--- config.mk ---
export PLATFORM = sky130hd
export DESIGN_NAME = clock_fail_monitor_top
export DESIGN_NICKNAME = d
export VERILOG_FILES = /design/src/rtl/clock_fail_monitor_pkg.sv /design/src/rtl/clock_fail_monitor_detect.sv /design/src/rtl/clock_fail_monitor_top.sv
export VERILOG_INCLUDE_DIRS = /design/src /design/src/rtl
export SDC_FILE = /design/constraint.sdc
export NUM_CORES = 1
export LEC_CHECK = 0
export ABC_CLOCK_PERIOD_IN_PS = 2300
export BUFFER_PORTS_ARGS = -buffer_cell sky130_fd_sc_hd__buf_2
export CORE_MARGIN = 3
export CORE_UTILIZATION = 50
export DETAILED_ROUTE_END_ITERATION = 8
export PLACE_DENSITY = 0.84
export SETUP_SLACK_MARGIN = 0.02
export SYNTH_ARGS = -nofsm -noshare
export SYNTH_HDL_FRONTEND = slang
export SYNTH_SLANG_ARGS = --single-unit
--- constraint.sdc ---
create_clock -name clk -period 2.3 [get_ports clk]
set_clock_uncertainty 0.15 [all_clocks]
set_input_delay 0.23 -clock clk [delete_from_list [all_inputs] [get_ports clk]]
set_output_delay 0.23 -clock clk [all_outputs]
set_load 0.02 [all_outputs]
--- src/rtl/clock_fail_monitor_consts.svh ---
// Numeric constants of the clock fail monitor: offsets, fields, counts.
`ifndef CLOCK_FAIL_MONITOR_CONSTS_SVH
`define CLOCK_FAIL_MONITOR_CONSTS_SVH

// Register indexes; the byte address is four times the index.
`define CLOCK_FAIL_MONITOR_IDX_PERIPHERAL_IRQ_ENABLE_2 8'h8D
`define CLOCK_FAIL_MONITOR_IDX_OSCILLATOR_CONTROL_REG 8'h8F
`define CLOCK_FAIL_MONITOR_IDX_PERIPHERAL_IRQ_FLAGS_2 8'hA0
`define CLOCK_FAIL_MONITOR_IDX_CFG 8'hA1
`define CLOCK_FAIL_MONITOR_IDX_PWR 8'hA2

// Bus widths and responses.
`define CLOCK_FAIL_MONITOR_AW 12
`define CLOCK_FAIL_MONITOR_RESP_OKAY 2'h0
`define CLOCK_FAIL_MONITOR_RESP_SLVERR 2'h2

// Field positions.
`define CLOCK_FAIL_MONITOR_BIT_OSF 7
`define CLOCK_FAIL_MONITOR_PERIPHERAL_IRQ_ENABLE_2_LO 4
`define CLOCK_FAIL_MONITOR_PERIPHERAL_IRQ_ENABLE_2_HI 7
`define CLOCK_FAIL_MONITOR_INTERNAL_FREQ_SELECT_LO 4
`define CLOCK_FAIL_MONITOR_INTERNAL_FREQ_SELECT_HI 6
`define CLOCK_FAIL_MONITOR_BIT_STARTUP_TIMEOUT_STATUS 3
`define CLOCK_FAIL_MONITOR_BIT_SCS 0
`define CLOCK_FAIL_MONITOR_BIT_MONEN 0
`define CLOCK_FAIL_MONITOR_MODE_LO 1
`define CLOCK_FAIL_MONITOR_MODE_HI 3
`define CLOCK_FAIL_MONITOR_BIT_SLEEP 0

// Reset values.
`define CLOCK_FAIL_MONITOR_RST_INTERNAL_FREQ_SELECT 3'h6
`define CLOCK_FAIL_MONITOR_RST_PERIPHERAL_IRQ_ENABLE_2 4'h0
`define CLOCK_FAIL_MONITOR_RST_MODE 3'h1

// Sample clock divider: half a sample period is 32 slow oscillator cycles.
`define CLOCK_FAIL_MONITOR_DIV_RATIO 64
`define CLOCK_FAIL_MONITOR_HALF_DIV 5'h1F

// Start-up timer length in external oscillator periods.
`define CLOCK_FAIL_MONITOR_OST_PERIODS 11'h400

`endif

--- src/rtl/clock_fail_monitor_pkg.sv ---
// Types shared by the clock fail monitor modules.
package clock_fail_monitor_pkg;

	// External oscillator modes; the two top codes mean internal only.
	typedef enum logic [2:0] {
		MODE_LP = 3'b000,
		MODE_XT = 3'b001,
		MODE_HS = 3'b010,
		MODE_EC = 3'b011,
		MODE_RC = 3'b100,
		MODE_RESISTOR_CAP_PIN_IO_MODE = 3'b101,
		MODE_INT = 3'b110,
		MODE_INTIO = 3'b111
	} clock_fail_monitor_mode_t;

	// Power and start-up state of the clock source control.
	typedef enum logic [1:0] {
		ST_START = 2'b00,
		ST_RUN = 2'b01,
		ST_SLEEP = 2'b10
	} clock_fail_monitor_state_t;

	// State of the fail detector.
	typedef struct packed {
		logic lfPrev;
		logic extPrev;
		logic [4:0] divCnt;
		logic sampleClk;
		logic seenRise;
		logic latch;
		logic failPulse;
	} clock_fail_monitor_det_t;

	// State of the top level.
	typedef struct packed {
		clock_fail_monitor_state_t state;
		logic [10:0] ostCnt;
		logic extPrev;
		logic failCond;
		logic oscFailFlag;
		logic [3:0] peripheral_irq_enable_2;
		logic [2:0] internal_freq_select;
		logic system_clock_select;
		logic monEn;
		logic [2:0] mode;
		logic sleepReq;
		logic fs1;
		logic fs2;
		logic awTaken;
		logic [11:0] awAddr;
		logic wTaken;
		logic [7:0] wData;
		logic wStrb0;
		logic bvalid;
		logic [1:0] bresp;
		logic rvalid;
		logic [31:0] rdata;
		logic [1:0] rresp;
	} clock_fail_monitor_top_t;

endpackage : clock_fail_monitor_pkg

--- src/rtl/clock_fail_monitor_detect.sv ---
// Fail detector: sample clock divider and the falling edge latch.
`timescale 1ns/100ps
`include "clock_fail_monitor_consts.svh"

module clock_fail_monitor_detect
	import clock_fail_monitor_pkg::*;
(
	// Clock, reset and clock enable.
	input wire logic clk,
	input wire logic arst_n,
	input wire logic ce,
	// Arming from the control logic.
	input wire logic armed,
	// Sampled oscillator levels.
	input wire logic extClk,
	input wire logic lfOsc,
	// One-cycle failure pulse, from a flip-flop.
	output logic failPulse
);

	clock_fail_monitor_det_t s; // Registered detector state.
	clock_fail_monitor_det_t next_s; // Next detector state.
	logic lfRise; // Slow oscillator rising edge.
	logic extFall; // External clock falling edge.

	// Edges are found by comparing each sample with the one before.
	always_comb begin
		next_s = s;
		lfRise = lfOsc && !s.lfPrev;
		extFall = !extClk && s.extPrev;
		next_s.lfPrev = lfOsc;
		next_s.extPrev = extClk;
		next_s.failPulse = 1'b0;
		// The divider runs always; the slow oscillator is free running.
		if (lfRise) begin
			if (s.divCnt == `CLOCK_FAIL_MONITOR_HALF_DIV) begin
				next_s.divCnt = 5'h00;
				next_s.sampleClk = !s.sampleClk;
			end else begin
				next_s.divCnt = s.divCnt + 5'h01;
			end
		end
		if (!armed) begin
			// A disarmed detector forgets history, so a stale latch
			// cannot declare a failure on the first half period.
			next_s.seenRise = 1'b0;
			next_s.latch = 1'b0;
		end else if (next_s.sampleClk && !s.sampleClk) begin
			// Sample rising edge clears the latch; a falling external
			// edge in the same cycle still counts and wins.
			next_s.seenRise = 1'b1;
			next_s.latch = extFall;
		end else if (!next_s.sampleClk && s.sampleClk) begin
			// A whole high half passed with no low-going external edge.
			if (s.seenRise && !s.latch && !extFall) begin
				next_s.failPulse = 1'b1;
			end
			next_s.latch = 1'b0;
		end else if (extFall) begin
			next_s.latch = 1'b1;
		end
	end

	// State register; a low clock enable freezes everything.
	always_ff @(posedge clk or negedge arst_n) begin
		if (!arst_n) begin
			s <= '0;
		end else if (ce) begin
			s <= next_s;
		end
	end

	assign failPulse = s.failPulse;

endmodule : clock_fail_monitor_detect

--- src/rtl/clock_fail_monitor_top.sv ---
// Clock fail monitor top level with its AXI4-Lite register slave.
// Functional notes
// - Monitor works only when enable fuse set.
// - Monitor covers all six external oscillator modes.
// - Detection armed only after start-up timer expires.
// - Sample clock is slow oscillator divided by 64.
// - External clock falling edge sets detector latch.
// - Sample clock rising edge clears detector latch.
// - Fail when half sample period lacks low edge.
// - On fail switch to internal, set flag.
// - Interrupt request when flag and enable set.
// - Stay internal until firmware restarts external oscillator.
// - Fallback frequency from internal frequency select field.
// - Reset, sleep or select toggle clear failure.
// - Select toggle restarts timer, run internal meanwhile.
// - Timer expiry clears failure, external clock resumes.
// - Flag cannot clear while failure still active.
// - Timer after reset/wake, skipped in EC/RC modes.
// - Enabled monitor also enables two-speed start-up.
`timescale 1ns/100ps
`include "clock_fail_monitor_consts.svh"

module clock_fail_monitor_top
	import clock_fail_monitor_pkg::*;
(
	// Clock, reset and clock enable.
	input wire logic clk,
	input wire logic arst_n,
	input wire logic ce,
	// Oscillator levels, sampled on clk.
	input wire logic extClk,
	input wire logic lfOsc,
	// AXI4-Lite write address channel.
	input wire logic [11:0] awaddr,
	input wire logic [2:0] awprot,
	input wire logic awvalid,
	output logic awready,
	// AXI4-Lite write data channel.
	input wire logic [31:0] wdata,
	input wire logic [3:0] wstrb,
	input wire logic wvalid,
	output logic wready,
	// AXI4-Lite write response channel.
	output logic [1:0] bresp,
	output logic bvalid,
	input wire logic bready,
	// AXI4-Lite read address channel.
	input wire logic [11:0] araddr,
	input wire logic [2:0] arprot,
	input wire logic arvalid,
	output logic arready,
	// AXI4-Lite read data channel.
	output logic [31:0] rdata,
	output logic [1:0] rresp,
	output logic rvalid,
	input wire logic rready,
	// Clock source control toward the clock multiplexer.
	output logic sysClkInternal,
	output logic [2:0] intFreqSel,
	output logic coreHold,
	output logic sleeping,
	// Interrupt request toward the interrupt controller.
	output logic oscFailIrq
);

	clock_fail_monitor_top_t s; // Registered state.
	clock_fail_monitor_top_t next_s; // Next state.
	logic failPulse; // Raw failure pulse from the detector.
	logic extMode; // Selected mode is an external one.
	logic skipOst; // Mode needs no start-up timer.
	logic armed; // Detector armed.
	logic extFall; // External clock falling edge for the timer.
	logic wrGo; // Address and data both held: write now.
	logic [7:0] wrIdx; // Register index of the write.
	logic wrHit; // Write address is mapped.
	logic [7:0] rdIdx; // Register index of the read.
	logic rdHit; // Read address is mapped.
	logic [7:0] rdByte; // Read value before widening.
	logic newScs; // Select bit value carried by a write.

	// Protection bits carry no meaning for this slave.
	logic unusedProt;
	assign unusedProt = ^{awprot, arprot, wstrb[3:1], wdata[31:8]};

	// Mode decode shared by the arming and the start-up logic.
	always_comb begin
		extMode = (s.mode != MODE_INT) && (s.mode != MODE_INTIO);
		skipOst = (s.mode == MODE_EC) || (s.mode == MODE_RC) ||
			(s.mode == MODE_RESISTOR_CAP_PIN_IO_MODE);
		// Only a running, unfailed, external source is watched.
		armed = s.monEn && extMode && (s.state == ST_RUN) &&
			!s.failCond && !s.system_clock_select;
	end

	// The detector sits in its own module so its edges stay local.
	clock_fail_monitor_detect u_detect (
		.clk(clk),
		.arst_n(arst_n),
		.ce(ce),
		.armed(armed),
		.extClk(extClk),
		.lfOsc(lfOsc),
		.failPulse(failPulse)
	);

	// Handshake outputs are combinational and drop while frozen, so
	// no beat is taken when state cannot move.
	assign awready = ce && !s.awTaken && !s.bvalid;
	assign wready = ce && !s.wTaken && !s.bvalid;
	assign arready = ce && !s.rvalid;

	// Main next-state process: clock control, flags and bus slave.
	always_comb begin
		next_s = s;
		extFall = !extClk && s.extPrev;
		next_s.extPrev = extClk;
		// Two flops carry the failure pulse before it moves the
		// multiplexer; the first is read only by the second.
		next_s.fs1 = failPulse;
		next_s.fs2 = s.fs1;
		wrGo = 1'b0;
		wrIdx = s.awAddr[9:2];
		wrHit = 1'b0;
		rdIdx = araddr[9:2];
		rdHit = 1'b0;
		rdByte = 8'h00;
		newScs = s.wData[`CLOCK_FAIL_MONITOR_BIT_SCS];

		// Start-up, run and sleep sequencing.
		case (s.state)
			ST_START: begin
				if (skipOst || !extMode) begin
					next_s.state = ST_RUN;
					next_s.ostCnt = 11'h000;
				end else if (extFall) begin
					if (s.ostCnt == `CLOCK_FAIL_MONITOR_OST_PERIODS - 11'h001) begin
						// Timer out: failure gone, external runs again.
						next_s.state = ST_RUN;
						next_s.failCond = 1'b0;
						next_s.ostCnt = 11'h000;
					end else begin
						next_s.ostCnt = s.ostCnt + 11'h001;
					end
				end
			end
			ST_RUN: begin
				// A synchronised failure latches until cleared.
				if (s.fs2 && armed) begin
					next_s.failCond = 1'b1;
				end
			end
			ST_SLEEP: begin
				if (!s.sleepReq) begin
					next_s.state = ST_START;
					next_s.ostCnt = 11'h000;
				end
			end
			default: begin
				next_s.state = ST_START;
			end
		endcase
		// Entering sleep clears the failure in every state.
		if (s.sleepReq && (s.state != ST_SLEEP)) begin
			next_s.state = ST_SLEEP;
			next_s.failCond = 1'b0;
		end

		// Write channel: address and data are taken in either order.
		if (awvalid && awready) begin
			next_s.awTaken = 1'b1;
			next_s.awAddr = awaddr;
		end
		if (wvalid && wready) begin
			next_s.wTaken = 1'b1;
			next_s.wData = wdata[7:0];
			next_s.wStrb0 = wstrb[0];
		end
		if (s.awTaken && s.wTaken) begin
			wrGo = 1'b1;
			next_s.awTaken = 1'b0;
			next_s.wTaken = 1'b0;
			next_s.bvalid = 1'b1;
		end
		if (s.bvalid && bready) begin
			next_s.bvalid = 1'b0;
		end
		if (wrGo) begin
			wrHit = (s.awAddr[11:10] == 2'h0) && (s.awAddr[1:0] == 2'h0) &&
				((wrIdx == `CLOCK_FAIL_MONITOR_IDX_PERIPHERAL_IRQ_ENABLE_2) || (wrIdx == `CLOCK_FAIL_MONITOR_IDX_OSCILLATOR_CONTROL_REG) ||
				(wrIdx == `CLOCK_FAIL_MONITOR_IDX_PERIPHERAL_IRQ_FLAGS_2) || (wrIdx == `CLOCK_FAIL_MONITOR_IDX_CFG) ||
				(wrIdx == `CLOCK_FAIL_MONITOR_IDX_PWR));
			next_s.bresp = wrHit ? `CLOCK_FAIL_MONITOR_RESP_OKAY : `CLOCK_FAIL_MONITOR_RESP_SLVERR;
		end
		// Only byte lane 0 holds data; other lanes are ignored.
		if (wrGo && wrHit && s.wStrb0) begin
			case (wrIdx)
				`CLOCK_FAIL_MONITOR_IDX_PERIPHERAL_IRQ_ENABLE_2: begin
					next_s.peripheral_irq_enable_2 = s.wData[`CLOCK_FAIL_MONITOR_PERIPHERAL_IRQ_ENABLE_2_HI:`CLOCK_FAIL_MONITOR_PERIPHERAL_IRQ_ENABLE_2_LO];
				end
				`CLOCK_FAIL_MONITOR_IDX_OSCILLATOR_CONTROL_REG: begin
					// Fallback frequency may be set before any failure.
					next_s.internal_freq_select = s.wData[`CLOCK_FAIL_MONITOR_INTERNAL_FREQ_SELECT_HI:`CLOCK_FAIL_MONITOR_INTERNAL_FREQ_SELECT_LO];
					next_s.system_clock_select = newScs;
					if (newScs != s.system_clock_select) begin
						// A toggle clears failure and reruns the timer;
						// the core stays on the internal source meanwhile.
						next_s.failCond = 1'b0;
						if (s.state != ST_SLEEP) begin
							next_s.state = ST_START;
							next_s.ostCnt = 11'h000;
						end
					end
				end
				`CLOCK_FAIL_MONITOR_IDX_PERIPHERAL_IRQ_FLAGS_2: begin
					// Clearing is refused while the failure is active.
					if (!s.wData[`CLOCK_FAIL_MONITOR_BIT_OSF] && !s.failCond) begin
						next_s.oscFailFlag = 1'b0;
					end
				end
				`CLOCK_FAIL_MONITOR_IDX_CFG: begin
					next_s.monEn = s.wData[`CLOCK_FAIL_MONITOR_BIT_MONEN];
					next_s.mode = s.wData[`CLOCK_FAIL_MONITOR_MODE_HI:`CLOCK_FAIL_MONITOR_MODE_LO];
				end
				`CLOCK_FAIL_MONITOR_IDX_PWR: begin
					next_s.sleepReq = s.wData[`CLOCK_FAIL_MONITOR_BIT_SLEEP];
				end
				default: begin
					next_s.bresp = `CLOCK_FAIL_MONITOR_RESP_SLVERR;
				end
			endcase
		end
		// A new failure sets the flag and wins over a clear.
		if (s.fs2 && armed) begin
			next_s.oscFailFlag = 1'b1;
		end

		// Read channel: the answer stands one cycle after the address.
		if (arvalid && arready) begin
			rdHit = (araddr[11:10] == 2'h0) && (araddr[1:0] == 2'h0);
			case (rdIdx)
				`CLOCK_FAIL_MONITOR_IDX_PERIPHERAL_IRQ_ENABLE_2: begin
					rdByte = {s.peripheral_irq_enable_2, 4'h0};
				end
				`CLOCK_FAIL_MONITOR_IDX_OSCILLATOR_CONTROL_REG: begin
					// Start-up status shows the external source is live.
					rdByte = {1'b0, s.internal_freq_select, 4'h0};
					rdByte[`CLOCK_FAIL_MONITOR_BIT_STARTUP_TIMEOUT_STATUS] = (s.state == ST_RUN) &&
						!s.failCond && !s.system_clock_select && extMode;
					rdByte[`CLOCK_FAIL_MONITOR_BIT_SCS] = s.system_clock_select;
				end
				`CLOCK_FAIL_MONITOR_IDX_PERIPHERAL_IRQ_FLAGS_2: begin
					rdByte[`CLOCK_FAIL_MONITOR_BIT_OSF] = s.oscFailFlag;
				end
				`CLOCK_FAIL_MONITOR_IDX_CFG: begin
					rdByte[`CLOCK_FAIL_MONITOR_BIT_MONEN] = s.monEn;
					rdByte[`CLOCK_FAIL_MONITOR_MODE_HI:`CLOCK_FAIL_MONITOR_MODE_LO] = s.mode;
				end
				`CLOCK_FAIL_MONITOR_IDX_PWR: begin
					rdByte[`CLOCK_FAIL_MONITOR_BIT_SLEEP] = s.sleepReq;
				end
				default: begin
					rdHit = 1'b0;
				end
			endcase
			next_s.rvalid = 1'b1;
			next_s.rdata = rdHit ? {24'h000000, rdByte} : 32'h00000000;
			next_s.rresp = rdHit ? `CLOCK_FAIL_MONITOR_RESP_OKAY : `CLOCK_FAIL_MONITOR_RESP_SLVERR;
		end else if (s.rvalid && rready) begin
			next_s.rvalid = 1'b0;
		end
	end

	// State register; a low clock enable freezes everything.
	always_ff @(posedge clk or negedge arst_n) begin
		if (!arst_n) begin
			s <= '0;
			s.state <= ST_START;
			s.internal_freq_select <= `CLOCK_FAIL_MONITOR_RST_INTERNAL_FREQ_SELECT;
			s.peripheral_irq_enable_2 <= `CLOCK_FAIL_MONITOR_RST_PERIPHERAL_IRQ_ENABLE_2;
			s.mode <= `CLOCK_FAIL_MONITOR_RST_MODE;
		end else if (ce) begin
			s <= next_s;
		end
	end

	// Clock source: internal in failure, during two-speed start-up,
	// when software selects it or when the mode has no external source.
	always_comb begin
		sysClkInternal = s.failCond || s.system_clock_select || !extMode ||
			(s.monEn && (s.state == ST_START));
		// Without the monitor the core waits for the start-up timer.
		coreHold = !s.monEn && extMode && !s.system_clock_select &&
			(s.state == ST_START);
	end

	assign intFreqSel = s.internal_freq_select;
	assign sleeping = (s.state == ST_SLEEP);
	assign oscFailIrq = s.oscFailFlag && s.peripheral_irq_enable_2[3];
	assign bvalid = s.bvalid;
	assign bresp = s.bresp;
	assign rvalid = s.rvalid;
	assign rdata = s.rdata;
	assign rresp = s.rresp;

endmodule : clock_fail_monitor_top

==> reports/qor.txt <==
Ports = 124
Initial Util = 52.01%
Largest net degree at the start of global routing = 78
Routed Antenna Nets = 0
P&R area growth vs syn = 17.03%
Die height = 95.89 µm
Overall routing resource usage = 20.77%
Top cell type's share of synthesized area = 45.83%
Worst slew margin = 61.11%
Synthesized flop and latch total = 77
Layout filler cell count = 624
Final hold vios = 0
Post-synthesis cell area = 4040 µm²
HPWL Detailed = 6144 µm
Commonest non-fill, non-tap cell in the layout = dfrtp_1
Port buffer count = 65
Crit. End Element = flip-flop
Setup Viol. Count Final = 0
Gate Count Post-Synth = 380
Dominant synthesized flop cell = dfrtp_1
Fin util = 60.87%
Clock tree from TritonCTS = built
VDD IR max = 569.6 µV
Nets = 541
CP Max Fanout = 4
Initial antenna violation count = 0
Initial DRT Pass Iterations = 4
Post-synth EDFFs = 0
Synth top area cells = dfrtp_1 (46%), mux2_2 (11%), buf_4 (7.2%)
Critical path data required time = 2390 ps
# diodes = 0
Slew @ Worst Pin = 583.3 ps
Register area = 1931 µm²
DRC violations left = 0
Clock Pin Slew Worst Setup and Hold Paths = 80 ps
Number of global-route vias before repair = 3,075
Synth area leader = dfrtp_1
Worst-skew pair later-pin latency = 350 ps
Layout cells sized above 1 = 29.34%
Multi-input logic area = 1810 µm²
Num CTS Buffers = 9
Most frequent cells in the layout = dfrtp_1 (74), buf_2 (65), mux2_2 (38), nand2_1 (36), conb_1 (25)
Wire length per cell = 15.37 µm
Avg Inst Size Synth = 10.63 µm²
Static Leak = 2.277 nW
Fmax = 463.0 MHz
Placed Cells incl. Taps = 529
Cell count of the worst reg-to-reg path = 5
DRT Wirelength = 8748 µm
Routability Congestion = 0.8710
DRT iter0 DRCs = 230
Htree depth = 3
Critical path class = reg2reg
HP Class = in2reg
RSZ-0062 raised after global routing = false
Tcrit/Tclk final = 93.90%
Root buf cell = clkbuf_8
Seq/Total Area, Yosys = 47.79%
Core Region = 7767 µm²
Routed vias = 3,115
CP Launch Type = flip-flop
Finished Layout Cells = 569
Synth Warn # = 0
Critical Path AT = 2240 ps
Final Critical Period = 2160 ps
Hold path depth = 2
Cell Rows = 32
Slew Viols, Final = 0
Clock sink count = 77
Maxcap violations = 0
Post-synth ARST share = 100.0%
Power, Total = 3.698 mW
Total grt overflow = 0
Power Density = 782.0 nW/µm²
Full die area = 9195 µm²
Clk buf depth = 2
Setup TNS = 0 ps
Die X = 95.89 µm
Outcome = finished clean
Yosys cell types = 60
Vias per inst = 5.475
First-pass GRT wire length = 14,920 µm
==> area by class of cell <==
cell class              instances  share of cell area, %
clock buffers                  10                  2.911
clock inverters                 6                 0.9791
inverters                      10                 0.7939
multi-input cells             267                  38.29
flip-flops and latches         77                  40.83
well taps                     102                  2.699
repair buffers                 97                  13.50
==> critical path, stage by stage (launching register included) <==
cell	delay, ps
dfrtp_1	420
nor4b_4	360
and3b_2	250
nand3_1	140
nor3_2	360
mux2_2	380
==> kinds of logic after synthesis <==
family | after synthesis | share of synthesized area, %
compound gates | 82 | 13.75
simple gates | 114 | 16.01
buf+inv | 60 | 9.662
other cells | 1 | 0.09282
mux | 41 | 11.33
xor+xnor | 2 | 0.4336
fa+ha+maj | 3 | 0.9292
flops | 77 | 47.79
==> cells in the mapped netlist, types with 3 or more instances <==
master     count
o21a_1         3
inv_1         10
o21ai_0       23
a21oi_1       17
mux2i_1        3
mux2_2        38
nand4_1        4
nor2_1        16
a211o_1        3
dfrtp_1       74
nand3_1        5
a21o_1         6
buf_4         39
nor4b_1        4
ha_1           3
nand3b_1       5
and3_1         3
a31oi_1        6
nor3_1         6
and2_1         5
a2bb2oi_1      3
nand2_1       36
and4b_1        5
nor2b_1        3
clkbuf_1       6
nor3b_1        3
a22o_1         3
nand2b_1       5
dfstp_2        3
==> where the power goes <==
part,switching (mW),internal [mW]
Combinational,0.395,0.415
Clock,0.525,0.427
Sequential,0.288,1.65
Total,1.21,2.49
==> stage by stage <==
step	hold slack (ps)	setup WS, ps	instance area [µm²]
4_1_cts	12.14	102.1	4727
5_1_grt	23.48	20.01	4728
3_5_place_dp	148.8	115.3	4303
2_1_floorplan	-215.6	128.0	4130
6_report	21.14	140.3	4728
3_3_place_gp	141.2	194.8	4303
==> sequential cells by signal (all words and copies together) (netlist names), 2 cells and up <==
name / cells
rdata: 8
u_detect.s: 10
s: 48
bresp: 2
intFreqSel: 3
==> layer usage <==
metal  track usage, %  part of all wire (%)
met2            34.80                    50
met1            27.78                    44
met4            6.517                   1.1
met5                0                     0
met3            3.206                   4.7
==> path summary, 6_finish.rpt <==
check | from | endpoint | slack [ps]
setup / recovery | s[54]$_DFFE_PN0P_ | s[66]$_DFFE_PN0P_ | 140
hold / removal | extClk | u_detect.s[9]$_DFFE_PN0P_ | 20
setup reg to reg | s[54]$_DFFE_PN0P_ | s[66]$_DFFE_PN0P_ | 140
hold reg to reg | rdata[0]$_DFFE_PN0P_ | rdata[0]$_DFFE_PN0P_ | 330
max in group asynchronous | arst_n | intFreqSel[2]$_DFFE_PN1P_ | 1360
min in group asynchronous | arst_n | s[59]$_DFFE_PN0P_ | 290
==> timing repair <==
action,4_1_cts,5_1_grt
resized for setup,0,1
setup endpoints to repair,0,6
hold buffers,24,0
buffers inserted,0,0
endpoints found under the hold margin,97,0
No activity file was read; power rests on OpenSTA's default activity.
